$ cat config.mk
export PLATFORM = sky130hd
export DESIGN_NAME = msp_top
export DESIGN_NICKNAME = d
export VERILOG_FILES = /design/src/msp_pkg.sv /design/src/msp_top.sv /design/src/msp_fifo.sv
export SDC_FILE = /design/constraint.sdc
export NUM_CORES = 1
export LEC_CHECK = 0
export ABC_CLOCK_PERIOD_IN_PS = 11300
export BUFFER_PORTS_ARGS = -buffer_cell sky130_fd_sc_hd__buf_4
export CAP_MARGIN = 20
export CORE_MARGIN = 4
export CORE_UTILIZATION = 30
export CTS_CLUSTER_DIAMETER = 80
export CTS_CLUSTER_SIZE = 25
export DETAILED_ROUTE_END_ITERATION = 10
export GPL_ROUTABILITY_DRIVEN = 0
export GPL_TIMING_DRIVEN = 0
export MAX_ROUTING_LAYER = met4
export PLACE_DENSITY = 0.5
export SYNTH_ARGS = -nofsm -noshare
export SYNTH_HDL_FRONTEND = slang
export SYNTH_SLANG_ARGS = --single-unit
$ cat constraint.sdc
create_clock -name core_clk -period 11.3 [get_ports core_clk]
set_clock_uncertainty 0.15 [all_clocks]
set_input_delay 1.13 -clock core_clk [delete_from_list [all_inputs] [get_ports core_clk]]
set_output_delay 1.13 -clock core_clk [all_outputs]
set_load 0.01 [all_outputs]
$ cat src/msp_pkg.sv
// Summary of operation
// - Flag low means data bits for configuration; high means address or identification read.
// - Controller-target select low directs serial input to controller slot; high to a module.
// - Serial input bits are captured into module registers using the shift clock.
// - Each scan clock pulse increments the channel counter to the next channel.
// - Serial output drives the return line only when the strap is in position one.
// - Channel counter selects one of four inputs or the temperature sensor.
// - Channel counter advances on the rising edge of the scan clock.
// - Bits move most significant first; the shift clock rising edge captures each bit.
// - In read mode, 32 identification bits return, then zeros until deselect reloads.
package msp_pkg;

  // ==========================================================
  // Widths and values
  localparam int CFG_W = 16;
  localparam int ID_W = 32;
  localparam logic [5:0] ID_BITS = 6'h20;
  localparam logic [CFG_W-1:0] CFG_RST = 16'h0000;
  localparam logic [2:0] CHAN_LAST = 3'h4;
  localparam logic [2:0] CHAN_TEMP = 3'h4;
  localparam logic [2:0] CHAN_RST = 3'h0;
  localparam int FIFO_DEPTH = 8;
  // Arbitrary identification value
  localparam logic [ID_W-1:0] ID_VALUE = 32'h5a3c_0001;

  // ==========================================================
  // Types
  typedef struct packed {
    logic serial_in_line;
    logic data_address_flag;
    logic controller_target_sel_n;
    logic serial_shift_clock;
    logic module_sel_n;
    logic scan_advance_clock;
  } msp_pins_t;

  typedef struct packed {
    logic [2:0] channel;
    logic temp_sel;
  } msp_mux_t;

  typedef enum logic [2:0] {
    ST_IDLE = 3'b001,
    ST_WRITE = 3'b010,
    ST_READ = 3'b100
  } msp_state_t;

endpackage

$ cat src/msp_top.sv
`timescale 1ns/1ps
module msp_top
  import msp_pkg::*;
(
  input wire logic core_clk,
  input wire logic sys_rst,
  input wire logic serial_in_line,
  input wire logic data_address_flag,
  input wire logic controller_target_sel_n,
  input wire logic serial_shift_clock,
  input wire logic module_sel_n,
  input wire logic scan_advance_clock,
  input wire logic output_enable_strap,
  input wire logic cfg_ready,
  output logic serial_out_line_o,
  output logic serial_out_line_oe,
  output logic [2:0] channel_counter,
  output logic temp_sel,
  output logic cfg_valid,
  output logic [CFG_W-1:0] cfg_data,
  output logic cfg_overflow
);

  // ==========================================================
  // Input synchronisers
  msp_pins_t pins_raw, meta_q, sync_q, prev_q;
  logic strap_meta_q, strap_q;

  always_comb begin
    pins_raw.serial_in_line = serial_in_line;
    pins_raw.data_address_flag = data_address_flag;
    pins_raw.controller_target_sel_n = controller_target_sel_n;
    pins_raw.serial_shift_clock = serial_shift_clock;
    pins_raw.module_sel_n = module_sel_n;
    pins_raw.scan_advance_clock = scan_advance_clock;
  end

  always_ff @(posedge core_clk or posedge sys_rst) begin
    if (sys_rst) begin
      meta_q <= 6'h06;
      sync_q <= 6'h06;
      prev_q <= 6'h06;
      strap_meta_q <= 1'b0;
      strap_q <= 1'b0;
    end else begin
      meta_q <= pins_raw;
      sync_q <= meta_q;
      prev_q <= sync_q;
      strap_meta_q <= output_enable_strap;
      strap_q <= strap_meta_q;
    end
  end

  logic shift_rise, shift_fall, scan_rise, selected, sel_fall;
  always_comb begin
    shift_rise = sync_q.serial_shift_clock && !prev_q.serial_shift_clock;
    shift_fall = !sync_q.serial_shift_clock && prev_q.serial_shift_clock;
    scan_rise = sync_q.scan_advance_clock && !prev_q.scan_advance_clock;
    selected = !sync_q.module_sel_n && sync_q.controller_target_sel_n;
    sel_fall = !selected && !prev_q.module_sel_n && prev_q.controller_target_sel_n;
  end

  // ==========================================================
  // Serial engine
  msp_state_t st_q, st_d;
  logic [CFG_W-1:0] sh_q, sh_d;
  logic [4:0] bitcnt_q, bitcnt_d;
  logic [ID_W-1:0] id_q, id_d;
  logic [5:0] idcnt_q, idcnt_d;
  logic out_q, out_d, oe_q, oe_d;
  logic push, fifo_ready, ovf_q, ovf_d;

  always_comb begin
    st_d = st_q;
    sh_d = sh_q;
    bitcnt_d = bitcnt_q;
    id_d = id_q;
    idcnt_d = idcnt_q;
    out_d = out_q;
    push = 1'b0;
    ovf_d = ovf_q;
    oe_d = strap_q && selected;
    case (st_q)
      ST_IDLE: begin
        id_d = ID_VALUE;
        idcnt_d = '0;
        bitcnt_d = '0;
        out_d = 1'b0;
        if (selected) begin
          st_d = sync_q.data_address_flag ? ST_READ : ST_WRITE;
        end
      end
      ST_WRITE: begin
        if (!selected) begin
          st_d = ST_IDLE;
        end else if (sync_q.data_address_flag) begin
          st_d = ST_READ;
        end else if (shift_rise) begin
          sh_d = {sh_q[CFG_W-2:0], sync_q.serial_in_line};
          bitcnt_d = 5'(bitcnt_q + 1'b1);
          if (bitcnt_q == 5'(CFG_W - 1)) begin
            bitcnt_d = '0;
            push = 1'b1;
            if (!fifo_ready) begin
              ovf_d = 1'b1;
            end
          end
        end
      end
      ST_READ: begin
        if (!selected) begin
          st_d = ST_IDLE;
        end else if (!sync_q.data_address_flag) begin
          st_d = ST_WRITE;
        end else begin
          if (shift_fall) begin
            out_d = (idcnt_q < ID_BITS) ? id_q[ID_W-1] : 1'b0;
          end
          if (shift_rise && idcnt_q < ID_BITS) begin
            id_d = {id_q[ID_W-2:0], 1'b0};
            idcnt_d = 6'(idcnt_q + 1'b1);
          end
        end
      end
      default: st_d = ST_IDLE;
    endcase
    if (sel_fall) begin
      ovf_d = 1'b0;
    end
  end

  always_ff @(posedge core_clk or posedge sys_rst) begin
    if (sys_rst) begin
      st_q <= ST_IDLE;
      sh_q <= CFG_RST;
      bitcnt_q <= '0;
      id_q <= '0;
      idcnt_q <= '0;
      out_q <= 1'b0;
      oe_q <= 1'b0;
      ovf_q <= 1'b0;
    end else begin
      st_q <= st_d;
      sh_q <= sh_d;
      bitcnt_q <= bitcnt_d;
      id_q <= id_d;
      idcnt_q <= idcnt_d;
      out_q <= out_d;
      oe_q <= oe_d;
      ovf_q <= ovf_d;
    end
  end

  // ==========================================================
  // Configuration word buffer
  logic f_valid;
  logic [CFG_W-1:0] f_data;
  logic cv_q, cv_d;
  logic [CFG_W-1:0] cd_q, cd_d;

  msp_fifo #(.WIDTH(CFG_W), .DEPTH(FIFO_DEPTH)) u_fifo (
    .core_clk(core_clk),
    .sys_rst(sys_rst),
    .in_valid(push),
    .in_ready(fifo_ready),
    .in_data(sh_d),
    .out_valid(f_valid),
    .out_ready(!cv_q || cfg_ready),
    .out_data(f_data)
  );

  always_comb begin
    cv_d = cv_q;
    cd_d = cd_q;
    if (!cv_q || cfg_ready) begin
      cv_d = f_valid;
      if (f_valid) begin
        cd_d = f_data;
      end
    end
  end

  // ==========================================================
  // Channel counter
  msp_mux_t mux_q, mux_d;
  always_comb begin
    mux_d = mux_q;
    if (scan_rise) begin
      mux_d.channel = (mux_q.channel == CHAN_LAST) ? CHAN_RST : 3'(mux_q.channel + 1'b1);
    end
    mux_d.temp_sel = (mux_d.channel == CHAN_TEMP);
  end

  always_ff @(posedge core_clk or posedge sys_rst) begin
    if (sys_rst) begin
      mux_q <= {CHAN_RST, 1'b0};
      cv_q <= 1'b0;
      cd_q <= CFG_RST;
    end else begin
      mux_q <= mux_d;
      cv_q <= cv_d;
      cd_q <= cd_d;
    end
  end

  assign serial_out_line_o = out_q;
  assign serial_out_line_oe = oe_q;
  assign channel_counter = mux_q.channel;
  assign temp_sel = mux_q.temp_sel;
  assign cfg_valid = cv_q;
  assign cfg_data = cd_q;
  assign cfg_overflow = ovf_q;
endmodule

$ cat src/msp_fifo.sv
`timescale 1ns/1ps
module msp_fifo #(
  parameter int WIDTH = 16,
  parameter int DEPTH = 8
) (
  input wire logic core_clk,
  input wire logic sys_rst,
  input wire logic in_valid,
  output logic in_ready,
  input wire logic [WIDTH-1:0] in_data,
  output logic out_valid,
  input wire logic out_ready,
  output logic [WIDTH-1:0] out_data
);
  localparam int AW = $clog2(DEPTH);
  logic [WIDTH-1:0] mem [DEPTH];
  logic [AW-1:0] wp_q, wp_d, rp_q, rp_d;
  logic [AW:0] cnt_q, cnt_d;
  logic push, pop;

  always_comb begin
    push = in_valid && in_ready;
    pop = out_valid && out_ready;
    wp_d = push ? AW'(wp_q + 1'b1) : wp_q;
    rp_d = pop ? AW'(rp_q + 1'b1) : rp_q;
    cnt_d = cnt_q;
    if (push && !pop) begin
      cnt_d = (AW+1)'(cnt_q + 1'b1);
    end else if (pop && !push) begin
      cnt_d = (AW+1)'(cnt_q - 1'b1);
    end
  end

  always_ff @(posedge core_clk or posedge sys_rst) begin
    if (sys_rst) begin
      wp_q <= '0;
      rp_q <= '0;
      cnt_q <= '0;
    end else begin
      wp_q <= wp_d;
      rp_q <= rp_d;
      cnt_q <= cnt_d;
    end
  end

  always_ff @(posedge core_clk) begin
    if (push) begin
      mem[wp_q] <= in_data;
    end
  end

  assign in_ready = (cnt_q != (AW+1)'(DEPTH));
  assign out_valid = (cnt_q != '0);
  assign out_data = mem[rp_q];
endmodule

==> flow_metrics.py <==
metrics = {
    "timing": {
        "fin_crit_ns": 4.25,
        "post-route-period-util_pct": 37.6,
        "drv_slew": 0,
        "setup_violations": 0,
        "fmaxAchievable_ghz": 0.235,
        "rsz0062_at_grt": "false",
        "maxSlewHeadroom_pct": 35.5,
        "worst_pin_slew_ns": 0.968,
        "final_hold_viol_count": 0,
        "setup_tns_ns": 0,
    },
    "synthesis": {
        "yosys-top-cells-area": "edfxtp_1 41%, dfrtp_1 29%, mux4_2 7.7%",
        "yosysWarningCount": 0,
        "async_flop_share_pct": 47.1,
        "netlist_area_sq_mm": 0.00935,
        "synth_edf_count": 128,
        "yosys.cell_types.count": 45,
        "syn_area_per_cell_sq_um": 15.5,
        "yosysMostFrequentCell": "edfxtp_1",
        "syn_nets": 622,
        "synth_commonest_cells": "128 x edfxtp_1, 107 x dfrtp_1, 65 x nand2_1",
        "synthCells": 602,
        "yosysSeqAreaShare_pct": 71.7,
        "ys_seq_elements": 242,
        "yosysTopAreaCellShare_pct": 41.1,
        "synthFlopType": "edfxtp_1",
        "yosysTopAreaCell": "edfxtp_1",
    },
    "critical_path": {
        "path_cells": "buf_4 -> inv_1 -> a21oi_1 -> clkbuf_1 -> inv_1 -> ha_1 -> inv_1 -> ha_1 -> a21o_1 -> a2111oi_0 -> a31oi_1 -> a221o_1",
        "cp-start-kind": "input pin",
        "cp_max_fo": 10,
        "cp-end-kind": "flip-flop",
        "crit_family": "compound AO/OA/AOI/OAI gates",
        "slowest_stage": "a21oi_1",
        "cpMostUsedCell": "inv_1",
        "critPathKind": "in2reg",
        "r2r_start": "u_fifo.cnt_q[0]",
        "cp_data_required_time_ns": 11.54,
        "crit_start": "cfg_ready",
        "cp_num_buf_inv": 5,
        "arrival_ns": 4.48,
        "slowest_delay_ns": 0.75,
    },
    "detailed_routing": {
        "wl_mm": 19.3,
        "firstDrtPassIters": 6,
        "via_per_inst": 4.80,
        "vias": 5146,
        "first_iter_violations": 424,
        "drc_errors": 0,
        "ant_nets": 0,
        "wl_per_cell_microns": 18.0,
    },
    "die": {
        "io-pin-count": 34,
        "initial_core_util_pct": 30.5,
        "die_h_microns": 185,
        "die_w_microns": 185,
        "rows": 64,
        "die_area_sq_mm": 0.0341,
        "core_sq_mm": 0.0307,
    },
    "finish": {
        "areaGrowthSynthToFinish_pct": 15.9,
        "fill_cells": 2868,
        "antenna_cells": 0,
        "drive_gt1_share_pct": 22.1,
        "finalInstanceArea_sq_mm": 0.0108,
        "nNetsFinal": 687,
    },
    "place": {
        "portBuffers": 33,
        "place_hpwl_mm": 12.8,
        "dpl_cell_area_sq_mm": 0.0103,
    },
    "global_routing": {
        "grt_pass1_wl_mm": 30.5,
        "grt_antenna_before_repair": 0,
        "grt_max_degree": 77,
        "grt_usage_pct": 11.8,
        "first_global_vias": 5368,
        "overflow": 0,
    },
    "clocking": {
        "cts.sinks": 242,
        "tritoncts": "built",
        "cts_buffer_depth": 3,
        "htree_levels": 1,
        "cts_setup_buffers": 0,
        "clk_latency_ns": 0.49,
        "cts-root-buf": "clkbuf_16",
        "numCtsBuffers": 15,
        "ctsHoldBuffers": 0,
        "cts-resized-gates": 0,
        "clkTransAtPathRegs_ns": 0.10,
    },
    "power": {
        "power.total_mw": 1.95,
        "power.leakage_nw": 4.17,
        "ir_worst_vdd_mv": 0.0857,
        "powerDensity_mw_per_mm2": 180,
    },
    "job": {
        "max_cap_viol_count": 0,
    },
    "hold_path": {
        "hp-class": "reg2reg",
        "min_from": "meta_q[3]",
    },
    "run_status": {
        "status": "completed",
    },
}
## cell families (layout without fill, tap and decap cells)
| logic type | count (synthesis) | in the layout | share of synthesized area [%] |
|---|---|---|---|
| simple gates | 180 | 180 | 9.34 |
| fa+ha+maj | 10 | 10 | 1.42 |
| compound gates | 57 | 57 | 3.37 |
| xor+xnor | 7 | 7 | 0.656 |
| flops | 242 | 242 | 71.7 |
| buf+inv | 37 | 110 | 1.55 |
| mux | 69 | 69 | 11.9 |
## metrics by stage
| step | hold slack (ns) | setup WS, ns | utilization [%] | cells |
|---|---|---|---|---|
| 2_1_floorplan | 0.181 | 7.02 | - | 602 |
| 3_3_place_gp | 0.187 | 5.47 | 32.9 | 1031 |
| 3_5_place_dp | 0.186 | 6.55 | 33.7 | 1045 |
| 4_1_cts | 0.206 | 7.08 | 35.3 | 1070 |
| 5_1_grt | 0.212 | 6.82 | 35.3 | 1071 |
| 6_report | 0.204 | 7.05 | 35.3 | 1071 |
## sequential cells by signal, summed over array words and instances (netlist names), 4 cells and up
name / flops
sh_q: 16
id_q: 32
cfg_data: 16
idcnt_q: 6
bitcnt_q: 5
prev_q: 4
meta_q: 6
u_fifo.mem: 128
u_fifo.cnt_q: 4
sync_q: 6
## where the power goes
part,internal (mW),leakage [nW],switching [mW]
sequential,0.970,2.64,0.0366
clock,0.280,0.232,0.301
combinational,0.158,1.29,0.209
total,1.41,4.17,0.547
## final timing paths
path,slack [ns],endpoint,depth (start not counted)
max,7.05,u_fifo.cnt_q[3],12
min,0.20,sync_q[3],0
max reg2reg,7.24,u_fifo.cnt_q[3],11
min reg2reg,0.20,sync_q[3],0
max in group asynchronous,9.75,prev_q[2],3
min in group asynchronous,0.50,u_fifo.cnt_q[0],2
## placed cells by master, fill, tap and decap left out, types with 2 or more instances in the layout
cell type and n:
a21o_1 2, a21oi_1 33, a31oi_1 2, buf_1 3, buf_16 4, buf_2 6, buf_4 35, buf_6 8
clkbuf_1 23, clkbuf_16 15, clkinv_8 2, dfrtp_1 107, dfstp_2 7, edfxtp_1 128, ha_1 9, inv_1 8
mux2_2 20, mux2i_1 17, mux4_2 32, nand2_1 65, nand2b_1 4, nand3_1 34, nand3b_1 3, nand4b_1 2
nor2_1 30, nor2_2 3, nor2b_1 3, nor3_1 11, nor3_2 4, nor3b_1 4, nor4_1 2, nor4_2 3
o21a_1 2, o21ai_0 13, or3_1 2, or3b_2 2, xnor2_1 6
## layout make-up
type / instances / area (sq um) / area share, %
clock buffers: 18 / 387 / 3.57
inverters: 9 / 38.8 / 0.358
well taps: 396 / 495 / 4.57
multi-input cells: 323 / 2530 / 23.4
plain buffers: 28 / 111 / 1.03
clock inverters: 7 / 100 / 0.924
flip-flops and latches: 242 / 6710 / 61.9
repair buffers: 48 / 468 / 4.32
## worst register-to-register path, delay by kind of cell, from the launching register on
family,cells,cell delay [ns]
flops,1,0.46
compound gates,5,1.78
fa+ha+maj,2,0.53
simple gates,1,0.10
buf+inv,3,0.92
## routing by layer
metal	GRT usage [%]	wire length, microns	vias up
met4	2.99	356	0
met1	14.8	8230	2672
li1	-	-	2355
met5	-	0	-
met2	20.3	10100	93
met3	1.58	539	26
Power figures use the tool's default switching activity.
